<file path="config.mk">
export PLATFORM = sky130hd
export DESIGN_NAME = mfiw_top
export DESIGN_NICKNAME = d
export VERILOG_FILES = /design/src/logic/mfiw_pkg.sv /design/src/logic/mfiw_top.sv /design/src/logic/mfiw_flag.sv
export VERILOG_INCLUDE_DIRS = /design/src /design/src/logic
export SDC_FILE = /design/constraint.sdc
export NUM_CORES = 1
export LEC_CHECK = 0
export ABC_AREA = 0
export BUFFER_PORTS_ARGS = -buffer_cell sky130_fd_sc_hd__buf_2
export CAP_MARGIN = 20
export CORE_MARGIN = 1
export CORE_UTILIZATION = 46
export CTS_CLUSTER_SIZE = 30
export DETAILED_ROUTE_END_ITERATION = 10
export PLACE_DENSITY_LB_ADDON = 0.15
export SLEW_MARGIN = 20
export SYNTH_ARGS = -nofsm -noshare
export SYNTH_HDL_FRONTEND = slang
export SYNTH_SLANG_ARGS = --single-unit
</file>
<file path="constraint.sdc">
create_clock -name mclk -period 3 [get_ports mclk]
set_clock_uncertainty 0.2 [all_clocks]
set_input_delay 0.45 -clock mclk [delete_from_list [all_inputs] [get_ports mclk]]
set_output_delay 0.45 -clock mclk [all_outputs]
set_load 0.02 [all_outputs]
</file>
<file path="src/logic/mfiw_cfg.svh">
// constants for the grouped interrupt and wake-up block
`ifndef MFIW_CFG_SVH
`define MFIW_CFG_SVH
`define MFIW_NUM_TM 2
`define MFIW_NUM_GRP 2
`define MFIW_GRP_LV 0
`define MFIW_GRP_TM 1
`define MFIW_SRC_LV 0
`define MFIW_GE_RST 1'b0
`define MFIW_FLAG_RST 1'b0
`endif

</file>
<file path="src/logic/mfiw_pkg.sv">
// types for the grouped interrupt and wake-up block
`default_nettype none
package mfiw_pkg;
   typedef enum logic [0:0] {ST_IDLE, ST_PEND} mfiw_state_t;
   typedef struct packed {
      logic req;
      logic grp;
      logic push;
   } mfiw_vec_t;
   typedef struct packed {
      logic ack;
      logic return_from_interrupt_instr;
      logic ret;
      logic stackFull;
   } mfiw_cpu_t;
endpackage : mfiw_pkg
`default_nettype wire

</file>
<file path="src/logic/mfiw_top.sv">
// grouped interrupt flags, vector request and wake-up for low-voltage and timer sources
// Summary of operation
// - low-voltage flag sets on low supply or a high level on the synchronised detector pin
// - low-voltage vector needs global, source and group enable, stack not full
// - servicing low-voltage clears global enable and group flag, not source flag
// - each timer has comparator A and P flags with own enables
// - timer vector needs global, timer and group enable, stack not full
// - servicing timer clears global enable and group flag only
// - while sleepMode is high, any flag rising edge wakes, enables ignored
// - flag already high before sleep gives no wake-up
// - a set flag stays set until serviced or cleared by software
// - on entry only the program counter is pushed
// - interrupt return sets global enable, plain return leaves it clear
// - group flag sets when any member source flag becomes set
`timescale 1ns/1ps
`default_nettype none
`include "mfiw_cfg.svh"
module mfiw_top
   import mfiw_pkg::*;
#(
   parameter int NUM_TM = `MFIW_NUM_TM
)
(
   input wire logic mclk,
   input wire logic rstn,
   input wire logic lowSupply,
   input wire logic voltage_detect_input_pin,
   input wire logic [NUM_TM-1:0] tmMatchA,
   input wire logic [NUM_TM-1:0] tmMatchP,
   input wire logic low_voltage_irq_enable,
   input wire logic [NUM_TM-1:0] tmEnableA,
   input wire logic [NUM_TM-1:0] tmEnableP,
   input wire logic [`MFIW_NUM_GRP-1:0] grouped_irq_enable,
   input wire logic [2*NUM_TM:0] srcFlagSet,
   input wire logic [2*NUM_TM:0] srcFlagClr,
   input wire logic globalEnableSet,
   input wire logic globalEnableClr,
   input wire logic sleepMode,
   input wire mfiw_cpu_t cpu,
   output logic low_voltage_request_flag,
   output logic [NUM_TM-1:0] tmFlagA,
   output logic [NUM_TM-1:0] tmFlagP,
   output logic [`MFIW_NUM_GRP-1:0] grouped_irq_request_flag,
   output logic global_irq_enable,
   output var mfiw_vec_t vec,
   output logic wake
);
   localparam int NSRC = 2 * NUM_TM + 1;

   logic pinMeta;
   logic pinSync;
   logic [NSRC-1:0] srcHw;
   logic [NSRC-1:0] srcEn;
   logic [NSRC-1:0] srcFlag;
   logic [NSRC-1:0] srcRise;
   logic [`MFIW_NUM_GRP-1:0] grpRise;
   logic [`MFIW_NUM_GRP-1:0] grpHw;
   logic [`MFIW_NUM_GRP-1:0] grpSvc;
   logic [`MFIW_NUM_GRP-1:0] grpCond;
   logic pendLv;
   logic pendTm;
   logic service;
   mfiw_state_t state;
   mfiw_state_t next_state;
   mfiw_vec_t next_vec;
   logic next_ge;
   logic next_wake;
   logic next_pinMeta;
   logic next_pinSync;

   // detector pin synchroniser
   always_comb
   begin
      next_pinMeta = voltage_detect_input_pin;
      next_pinSync = pinMeta;
   end

   always_ff @(posedge mclk)
   begin
      if (!rstn)
      begin
         pinMeta <= 1'b0;
         pinSync <= 1'b0;
      end
      else
      begin
         pinMeta <= next_pinMeta;
         pinSync <= next_pinSync;
      end
   end

   // source mapping: 0 low voltage, then A/P per timer
   always_comb
   begin
      srcHw = '0;
      srcEn = '0;
      srcHw[`MFIW_SRC_LV] = lowSupply | pinSync;
      srcEn[`MFIW_SRC_LV] = low_voltage_irq_enable;
      for (int i = 0; i < NUM_TM; i++)
      begin
         srcHw[1 + 2 * i] = tmMatchA[i];
         srcHw[2 + 2 * i] = tmMatchP[i];
         srcEn[1 + 2 * i] = tmEnableA[i];
         srcEn[2 + 2 * i] = tmEnableP[i];
      end
   end

   genvar g;
   generate
      for (g = 0; g < NSRC; g++)
      begin : gSrc
         mfiw_flag uFlag
         (
            .mclk(mclk),
            .rstn(rstn),
            .hwSet(srcHw[g]),
            .swSet(srcFlagSet[g]),
            .swClr(srcFlagClr[g]),
            .svcClr(1'b0),
            .flag(srcFlag[g]),
            .rise(srcRise[g])
         );
      end
      for (g = 0; g < NUM_TM; g++)
      begin : gTm
         assign tmFlagA[g] = srcFlag[1 + 2 * g];
         assign tmFlagP[g] = srcFlag[2 + 2 * g];
      end
   endgenerate

   assign low_voltage_request_flag = srcFlag[`MFIW_SRC_LV];

   // group flags follow member flags becoming set
   always_comb
   begin
      service = (state == ST_PEND) && cpu.ack;
      grpHw[`MFIW_GRP_LV] = srcRise[`MFIW_SRC_LV];
      grpHw[`MFIW_GRP_TM] = |srcRise[NSRC-1:1];
      grpSvc = '0;
      grpSvc[vec.grp] = service;
   end

   generate
      for (g = 0; g < `MFIW_NUM_GRP; g++)
      begin : gGrp
         mfiw_flag uGrp
         (
            .mclk(mclk),
            .rstn(rstn),
            .hwSet(grpHw[g]),
            .swSet(1'b0),
            .swClr(1'b0),
            .svcClr(grpSvc[g]),
            .flag(grouped_irq_request_flag[g]),
            .rise(grpRise[g])
         );
      end
   endgenerate

   // vector request and global enable
   always_comb
   begin
      pendLv = srcFlag[`MFIW_SRC_LV] & srcEn[`MFIW_SRC_LV];
      pendTm = |(srcFlag[NSRC-1:1] & srcEn[NSRC-1:1]);
      grpCond[`MFIW_GRP_LV] = global_irq_enable & grouped_irq_enable[`MFIW_GRP_LV]
         & grouped_irq_request_flag[`MFIW_GRP_LV] & pendLv & ~cpu.stackFull;
      grpCond[`MFIW_GRP_TM] = global_irq_enable & grouped_irq_enable[`MFIW_GRP_TM]
         & grouped_irq_request_flag[`MFIW_GRP_TM] & pendTm & ~cpu.stackFull;
      next_state = state;
      next_vec = vec;
      next_vec.push = 1'b0;
      unique case (state)
         ST_IDLE:
         begin
            if (|grpCond)
            begin
               next_state = ST_PEND;
               next_vec.req = 1'b1;
               next_vec.grp = ~grpCond[`MFIW_GRP_LV];
            end
         end
         ST_PEND:
         begin
            if (cpu.ack)
            begin
               next_state = ST_IDLE;
               next_vec.req = 1'b0;
               next_vec.push = 1'b1;
            end
            else if (!grpCond[vec.grp])
            begin
               next_state = ST_IDLE;
               next_vec.req = 1'b0;
            end
         end
      endcase
      next_ge = global_irq_enable;
      if (service)
         next_ge = 1'b0;
      else if (cpu.return_from_interrupt_instr || globalEnableSet)
         next_ge = 1'b1;
      else if (globalEnableClr)
         next_ge = 1'b0;
      next_wake = sleepMode & (|srcRise | |grpRise);
   end

   always_ff @(posedge mclk)
   begin
      if (!rstn)
      begin
         state <= ST_IDLE;
         vec <= '0;
         global_irq_enable <= `MFIW_GE_RST;
         wake <= 1'b0;
      end
      else
      begin
         state <= next_state;
         vec <= next_vec;
         global_irq_enable <= next_ge;
         wake <= next_wake;
      end
   end
endmodule : mfiw_top
`default_nettype wire

</file>
<file path="src/logic/mfiw_flag.sv">
// one request flag with set, clear and rising-edge output
`timescale 1ns/1ps
`default_nettype none
`include "mfiw_cfg.svh"
module mfiw_flag
(
   input wire logic mclk,
   input wire logic rstn,
   input wire logic hwSet,
   input wire logic swSet,
   input wire logic swClr,
   input wire logic svcClr,
   output logic flag,
   output logic rise
);
   logic next_flag;
   logic next_rise;

   always_comb
   begin
      // set beats any clear in the same cycle
      next_flag = hwSet | swSet | (flag & ~swClr & ~svcClr);
      next_rise = next_flag & ~flag;
   end

   always_ff @(posedge mclk)
   begin
      if (!rstn)
      begin
         flag <= `MFIW_FLAG_RST;
         rise <= 1'b0;
      end
      else
      begin
         flag <= next_flag;
         rise <= next_rise;
      end
   end
endmodule : mfiw_flag
`default_nettype wire

</file>
Yosys cells after proc, flatten, opt, wreduce, memory -nomap -nowiden. Cells that the tools add are included.

Register bits after elaboration: 22. Input bits: 32. Output and inout bits: 12. Logic and storage cells: 112.

Order comparisons: 2. Equality and inequality tests: 2. Muxes and demuxes: 15. Bitwise gates (word level): 58. Reduce and logical (&&, ||, !) cells: 13.

Operator list (number): bitwise AND 1 bit (24); inverter 1 bit (18); OR 1 bit (14); two-way mux 1 bit (11); OR reduction 4 bit (2); AND reduction 2 bit (3); OR reduction 2 bit (3); OR reduction 5 bit (1); bitwise AND 4 bit (1); case mux 1 bit (2 select lines) (2); != test 3 bit, second input constant (1); bitwise AND 2 bit (1); logical AND 1 bit (2); < comparator 1 x 2 -> 1 bit, second input constant (1); two-way mux 2 bit (1); != test 2 bit, second input constant (1); nonzero test 2 bit (1); demux 1 bit (select 1 bit) (1); >= comparator 1 bit, second input constant (1); logical OR 1 bit (1).

Logic depth before layout (Yosys ltp). Gate-level depths: netlist of the first run.

Depth in word-level cells: 9. Depth in mapped cells: 4. Depth with buffers taken out: 4.

By module. Synthesis of the first run repeated with hierarchy kept, for this count alone.

Cells, all modules: 85. Area total of the unflattened synthesis: 850.8 sq um.

By module, submodules not included: mfiw_flag (times used 7, cells an instance 6, area an instance 67.6 sq um, sequential area each 40.0 sq um); mfiw_top (times used 1, cells an instance 43, area an instance 377.9 sq um, sequential area each 160.2 sq um).

Worst setup path after synthesis of the first run. OpenSTA, ideal clock, no wires.

Kind: input-to-reg. Start point: input port cpu[0] (netlist name). End point: register vec[2] (netlist name). Library setup time: 79 ps. Arrival time: 1135 ps. Required time: 2721 ps. Path slack: 1586 ps. Stages: 4. Path buffers: 0. Cells stage by stage: nand4b_1 a211oi_2 o21ai_1 a211oi_2.

Longest elaborated chain between the ends: 6. Elaborated cells between the ends (all ways): 9. Those cells by class: eq/ne (2); mux (2); bitwise (3); reduce/logical (2).

Ends and longest elaborated chain: from (decl) (line mfiw_top.sv:39) `input wire mfiw_cpu_t cpu,`; inverter 1 bit (*) (line mfiw_top.sv:166, mfiw_top.sv:168); bitwise AND 1 bit, on equally long branches (line mfiw_top.sv:165, mfiw_top.sv:167); two-way mux 1 bit (implied by the code) (2 in series) (line mfiw_top.sv:190) `else if (!grpCond[vec.grp])`; != test 3 bit (no line); AND reduction 2 bit (no line) (*); to (signal assigned) (line mfiw_top.sv:219) `vec <= next_vec;`; to (decl) (line mfiw_top.sv:45) `output var mfiw_vec_t vec,`.

Mark *: on every way between the ends. The rest lies on a longest branch, timed or not. The select of a mux whose other input is x is not followed. A chain may end at the register's enable or synchronous reset.

Worst setup path in the final report of the first run.
Start point: register vec[1] (netlist name). End point: output port vec[1] (netlist name).

No word-level cell between the ends.

==> results of run 1 <==
==> worst reg2reg max path: cells and delay by family (launching register included) <==
family / cells / cell delay [ns]
AO/OA/AOI/OAI: 3 / 0.51
flip-flops: 1 / 0.35
AND/OR/NAND/NOR: 1 / 0.23
==> power by group <==
group / switching [mW] / internal, mW
Combinational: 0.0365 / 0.0372
Sequential: 0.0110 / 0.310
Clock: 0.0868 / 0.135
==> flip-flops by register name, summed over array words and instances (netlist names), 2 cells and up <==
| name | cells |
|---|---|
| vec | 3 |
| gGrp.uGrp.rise | 2 |
| gGrp.uGrp.flag | 2 |
| gSrc.uFlag.flag | 5 |
| gSrc.uFlag.rise | 5 |
==> final timing paths <==
kind                              to                     startpoint  slack, ns
min reg2reg       pinSync$_SDFF_PN0_        next_pinSync$_SDFF_PN0_       0.25
max                           vec[1]            vec[1]$_SDFFE_PN0P_       1.42
max reg2reg      vec[2]$_SDFFE_PN0P_  gSrc[3].uFlag.flag$_SDFF_PN0_       1.60
min          next_pinSync$_SDFF_PN0_       voltage_detect_input_pin       0.14
==> metal layers <==
layer	GRT usage [%]	vias to the layer above	wire length, µm
met1	21.8	316	682
met5	0	-	0
met3	7.35	3	108
met2	32.1	25	765
li1	-	363	-
met4	5.45	0	10
==> cells in the mapped netlist (all sizes together) (2+ instances only) <==
library cell | number | share of area, %
o21ai | 4 | 2.4
a21boi | 2 | 1.8
dfxtp | 22 | 53
o21a | 2 | 1.8
nor3 | 3 | 1.8
a22oi | 2 | 1.8
nor2 | 3 | 1.4
nor2b | 11 | 8.3
nand2 | 2 | 0.90
and2 | 2 | 1.5
a211oi | 2 | 3.0
a21oi | 3 | 1.8
inv | 2 | 0.90
buf | 6 | 5.4
o31a | 4 | 4.2
==> final cells by class <==
type | count | area [µm²]
Clock inverter | 1 | 30.0
Inverter | 2 | 7.51
Timing Repair Buffer | 42 | 210
Multi-Input combinational cell | 50 | 334
Clock buffer | 3 | 22.5
Fill cell | 145 | 519
Sequential cell | 22 | 440
Tap cell | 24 | 30.0
==> per-stage QoR <==
| step | hold WS [ns] | instance area, µm² | power [mW] |
|---|---|---|---|
| detailed placement | 0.226 | 1020 | 0.402 |
| global placement | 0.214 | 1020 | 0.399 |
| floorplan | 0.212 | 831 | 0.374 |
| global route | 0.122 | 1070 | 0.647 |
| CTS | 0.130 | 1070 | 0.624 |
| finish | 0.138 | 1070 | 0.617 |
==> kinds of logic after synthesis <==
kind of cell           share of synthesized area [%]
buffers and inverters                           6.78
DFF                                             53.0
AOI/OAI and AO/OA                               20.3
and+or+nand+nor                                 19.9
==> metrics.yaml, run 1 <==
outcome:
  outcome: "finished, final reports clean"
floorplanning:
  die_area_mm2: 0.00198
  row_count: 14
  fp.dieW_um: 44.5
  core_mm2: 0.00159
  die_height_um: 44.5
  ios: 44
  initial_core_util_pct: 52.1
hold_path:
  hold_path_depth: 2
  hold_class: "input port to flip-flop"
yosys:
  yosys_register_bits: 22
  synthArstFlopShare_pct: 0
  synth-edff-count: 0
  synth-seq-area-share_pct: 53.0
  ys_types: 28
  syn_area_per_cell_um2: 10.3
  ys_warn_count: 0
  syn_area_um2: 831
  synth_flop_cell: "dfxtp_1"
  synth_nets: 113
  netlist_instances: 81
global_routing:
  grt_first_pass_wirelength_um: 2670
  grt_max_degree: 18
  gr-usage-all-layers_pct: 18.8
  grt_pass1_vias: 649
  grt_antenna_before_repair: 0
  overflow: 0
route:
  drc: 0
  wl_um: 1570
  drt_first_pass_iters: 4
  vias_per_cell: 4.91
  ant_nets: 0
  wire_per_inst_um: 10.9
  drtIter0Drc: 7
  vias: 707
clock_tree:
  root_buffer: "clkbuf_4"
  cts_tree: "done"
  insertion_delay_ns: 0.31
  clockBufferDepth: 2
  numCtsBuffers: 3
  clkSinkCount: 22
  post_cts_resize_count: 0
  cts_hold_buf: 0
  cts.clk_slew.worst_paths_ns: 0.12
  cts-htree-levels: 1
  cts_setup_buffers: 0
sta:
  min_period_ns: 1.58
  setup_tns_ns: 0
  worstMarginPinSlew_ns: 0.489
  max_slew_margin_pct: 67.1
  rsz0062_at_grt: "false"
  fmax_ghz: 0.633
  fin_crit_sh_pct: 52.6
  final_max_slew_viol_count: 0
  final-hold-violation-count: 0
  layout_setup_ws_ns: 1.42
  setup_viol: 0
setup_path:
  path_cells: "buf_2"
  end_kind: "output port"
  path_buf_inv: 1
  cp.depth: 1
  cp.arrival_ns: 0.93
  slowest_stage: "dfxtp_1"
  max_stage_delay_ns: 0.42
  path_class: "flip-flop to output port"
  path_delay_family: "flip-flops"
  cp.required_ns: 2.35
  cp_max_fo: 5
  setup.worst_path.start_class: "flip-flop"
  worst-r2r-cell-count: 4
placement:
  finalWeightedCongestion: 0.774
  port_buffers: 42
  dp_hpwl_um: 1240
  dpl_worst_slack_ns: 1.39
  dpl.cell_count: 140
cells_and_area:
  final_cell_mix: "42 x buf_2, 22 x dfxtp_1, 11 x nor2b_1"
  layout-area-overhead-vs-synth_pct: 29.4
  utilization_pct: 67.4
  mostFrequentLayoutCell: "buf_2"
  nets: 153
  final_cells: 144
  drive_above_1_share_pct: 40.0
  n_antenna_cell: 0
power_and_ir_drop:
  p_per_area_mw_per_mm2: 574
  p_leak_nw: 0.483
  max-vdd-ir-drop_mv: 0.528
job:
  drv_cap: 0
Power figures use the tool's default switching activity.
==> run 2, diff against run 1 <==
--- a/config.mk
+++ b/config.mk
@@ -6,11 +6,11 @@
 export SDC_FILE = /design/constraint.sdc
 export NUM_CORES = 1
 export LEC_CHECK = 0
-export ABC_AREA = 0
+export ABC_AREA = 1
 export BUFFER_PORTS_ARGS = -buffer_cell sky130_fd_sc_hd__buf_2
 export CAP_MARGIN = 20
 export CORE_MARGIN = 1
-export CORE_UTILIZATION = 46
+export CORE_UTILIZATION = 44
 export CTS_CLUSTER_SIZE = 30
 export DETAILED_ROUTE_END_ITERATION = 10
 export PLACE_DENSITY_LB_ADDON = 0.15
==> constraint.sdc (replaced) <==
create_clock -name mclk -period 1.6 [get_ports mclk]
set_clock_uncertainty 0.2 [all_clocks]
set_input_delay 0.24 -clock mclk [delete_from_list [all_inputs] [get_ports mclk]]
set_output_delay 0.24 -clock mclk [all_outputs]
set_load 0.02 [all_outputs]
==> metrics.yaml, run 2 <==
global_routing:
  overflow: 0  # unchanged
  grt_first_pass_wirelength_um: 2950  # +10%
  grt_pass1_vias: 758  # +17%
  gr-usage-all-layers_pct: 18.5  # -0.31 points
  grt_antenna_before_repair: 0  # unchanged
  grt_max_degree: 13  # -5
yosys:
  netlist_instances: 122  # +51%
  muxShareOfSynthArea_pct: 0  # unchanged
  yosysTopAreaCell: "dfxtp_1"
  synthArstFlopShare_pct: 0  # unchanged
  syn_area_um2: 912  # +9.8%
  synth-edff-count: 0  # unchanged
  ys_types: 20  # -29%
  synth_top_family_by_area: "simple AND/OR/NAND/NOR gates"
  synth_common_cells: "29 x nand2_1, 26 x inv_1, 22 x dfxtp_1"
  syn_area_per_cell_um2: 7.48  # -27%
  synth_xor_area_share_pct: 0  # unchanged
  synth-seq-area-share_pct: 48.3  # -4.7 points
  synth_compound_area_share_pct: 13.7  # -6.6 points
  ys_warn_count: 0  # unchanged
  synth_nets: 154  # +36%
  synth_most_common_cell: "nand2_1"
  synth_top_area_share_pct: 48.3  # -4.7 points
  yosys_register_bits: 22  # unchanged
  ys_top_cells_by_area: "dfxtp_1 48%, nand2_1 12%, inv_1 11%"
  synthAdderAreaFrac_pct: 0  # unchanged
  yosys.area_share.simple_pct: 20.6  # +0.70 points
  synth_flop_cell: "dfxtp_1"
power_and_ir_drop:
  power_mw: 1.08  # +75%
  p_leak_nw: 0.702  # +45%
  max-vdd-ir-drop_mv: 0.486  # -7.9%
  p_per_area_mw_per_mm2: 840  # +46%
clock_tree:
  cts_setup_buffers: 0  # unchanged
  insertion_delay_ns: 0.30  # about the same
  clkSinkCount: 22  # unchanged
  clockBufferDepth: 2  # unchanged
  root_buffer: "clkbuf_4"
  cts_tree: "done"
  cts.clk_slew.worst_paths_ns: 0.11  # about the same
  cts-htree-levels: 1  # unchanged
  numCtsBuffers: 3  # unchanged
route:
  wl_met2_um: 1000  # +31%
  drtIter0Drc: 16  # +9
  drc: 0  # unchanged
  ant_nets: 0  # unchanged
  drt-met1-wl_um: 832  # +22%
  vias: 902  # +28%
  vias_per_cell: 4.49  # -8.6%
  wl_met3_um: 66  # -39%
  top_layer: "met4"
  wire_per_inst_um: 9.52  # -12%
  drt_first_pass_iters: 4  # unchanged
  wl_um: 1910  # +22%
sta:
  rsz0062_at_grt: "false"
  final-hold-violation-count: 0  # unchanged
  min_period_ns: 1.32
  fmax_ghz: 0.758
  worstMarginPinSlew_ns: 0.415  # -0.0734 ns
  final_max_slew_viol_count: 0  # unchanged
  max_slew_margin_pct: 72.3  # +5.2 points
  setup_tns_ns: 0  # unchanged
  whs_ns: 0.0118  # -0.126 ns
  setup_viol: 0  # unchanged
  fin_crit_sh_pct: 82.5
  layout_setup_ws_ns: 0.280  # -1.14 ns
setup_path:
  worst-r2r-cell-count: 6  # +2
  cp.depth: 1  # unchanged
  max_stage_delay_ns: 0.40  # -0.02 ns
  crit_end: "tmFlagA[0]"
  path_class: "flip-flop to output port"
  critPathLaunch: "gSrc[1].uFlag.flag$_SDFF_PN0_"
  slowest_stage: "dfxtp_1"
  end_kind: "output port"
  r2r_start: "gSrc[1].uFlag.flag$_SDFF_PN0_"
  path_buf_inv: 1  # unchanged
  reg2reg_to: "vec[2]$_SDFFE_PN0P_"
  cp.arrival_ns: 0.88  # -0.05 ns
  path_cells: "buf_2"
  setup.worst_path.start_class: "flip-flop"
  cp_max_fo: 4  # -1
  r2r_slack_ns: 0.33  # -1.27 ns
  path_delay_family: "flip-flops"
  cp.required_ns: 1.16  # -1.19 ns
cells_and_area:
  nets: 207  # +35%
  fillers: 188  # +30%
  mostFrequentLayoutCell: "buf_2"
  reg.largest.list: "gSrc.uFlag.flag (5), gSrc.uFlag.rise (5), vec (3)"
  final_cell_mix: "42 x buf_2, 29 x nand2_1, 26 x inv_1"
  layout-area-overhead-vs-synth_pct: 40.9
  drive_above_1_share_pct: 29.9  # -10 points
  n_antenna_cell: 0  # unchanged
  utilization_pct: 65.5  # -1.9 points
placement:
  finalWeightedCongestion: 0.848  # +9.5%
  port_buffers: 42  # unchanged
  dp_hpwl_um: 1350  # +8.5%
  dpl_worst_slack_ns: 0.349  # -1.04 ns
floorplanning:
  initial_core_util_pct: 46.5  # -5.6 points
  die_height_um: 47.5  # +6.8%
  fp.dieW_um: 47.5  # +6.8%
  die_area_mm2: 0.00226  # +14%
  core_mm2: 0.00196  # +23%
  row_count: 16  # +2
  ios: 44  # unchanged
outcome:
  outcome: "finished, final reports clean"
job:
  drv_cap: 0  # unchanged
hold_path:
  hold_class: "input port to flip-flop"
run 2: cell count changes after synthesis, moves of 3 or more:
cell,change
nor2b_1,-11
a31oi_1,+4
nand2_1,+27
nand3_1,+3
a211oi_1,+4
o31a_1,-4
inv_1,+24
nor2_1,+5
run 2: logic make-up (layout without fill, tap and decap cells):
kind of cell,after synthesis,in the layout
flops,22,22
buf+inv,35,87
compound gates,19,19
simple gates,46,46
run 2: final cells by class:
class | count | area, µm² | area share, %
flip-flops and latches | 22 | 440 | 34.3
repair buffers | 56 | 350 | 27.3
multi-input cells | 65 | 323 | 25.1
inverters | 27 | 101 | 7.89
clock buffers | 4 | 36.3 | 2.82
well taps | 27 | 33.8 | 2.63
run 2: how the worst min path moves through the flow:
| stage | from | endpoint | slack [ns] | cells after the start |
|---|---|---|---|---|
| 2_1_floorplan | voltage_detect_input_pin | next_pinSync$_SDFF_PN0_ | 0.14 | 2 |
| 3_3_place_gp | next_pinSync$_SDFF_PN0_ | pinSync$_SDFF_PN0_ | 0.20 | 2 |
| 3_5_place_dp | next_pinSync$_SDFF_PN0_ | pinSync$_SDFF_PN0_ | 0.21 | 2 |
| 4_1_cts | srcFlagClr[0] | gSrc[0].uFlag.rise$_SDFF_PN0_ | 0.008 | 4 |
| 5_1_grt | tmMatchP[1] | gSrc[4].uFlag.rise$_SDFF_PN0_ | 0.02 | 3 |
| 6_report | srcFlagClr[0] | gSrc[0].uFlag.rise$_SDFF_PN0_ | 0.01 | 4 |
run 2: what timing repair did:
item	4_1_cts	5_1_grt
gates resized for setup	0	2
endpoints found under the setup margin	0	2
endpoints found under the hold margin	11	0
hold buffers	16	0
run 2: report_power, final:
group | switching, mW | total [mW] | internal [mW] | leakage (nW)
Clock | 0.155 | 0.294 | 0.139 | 0.0210
Sequential | 0.0207 | 0.602 | 0.582 | 0.182
Combinational | 0.0934 | 0.183 | 0.0894 | 0.499
Total | 0.269 | 1.08 | 0.810 | 0.702
run 2: per-stage QoR:
step / instances / cell area [µm²]
6_report: 201 / 1280
2_1_floorplan: 122 / 912
3_3_place_gp: 183 / 1100
5_1_grt: 201 / 1280
4_1_cts: 203 / 1290
3_5_place_dp: 183 / 1100
run 2: layer usage:
layer / up-vias / track usage, %
li1: 474 / -
met1: 407 / 21.6
met2: 19 / 35.1
met3: 2 / 3.77
met4: 0 / 3.33
met5: - / 0
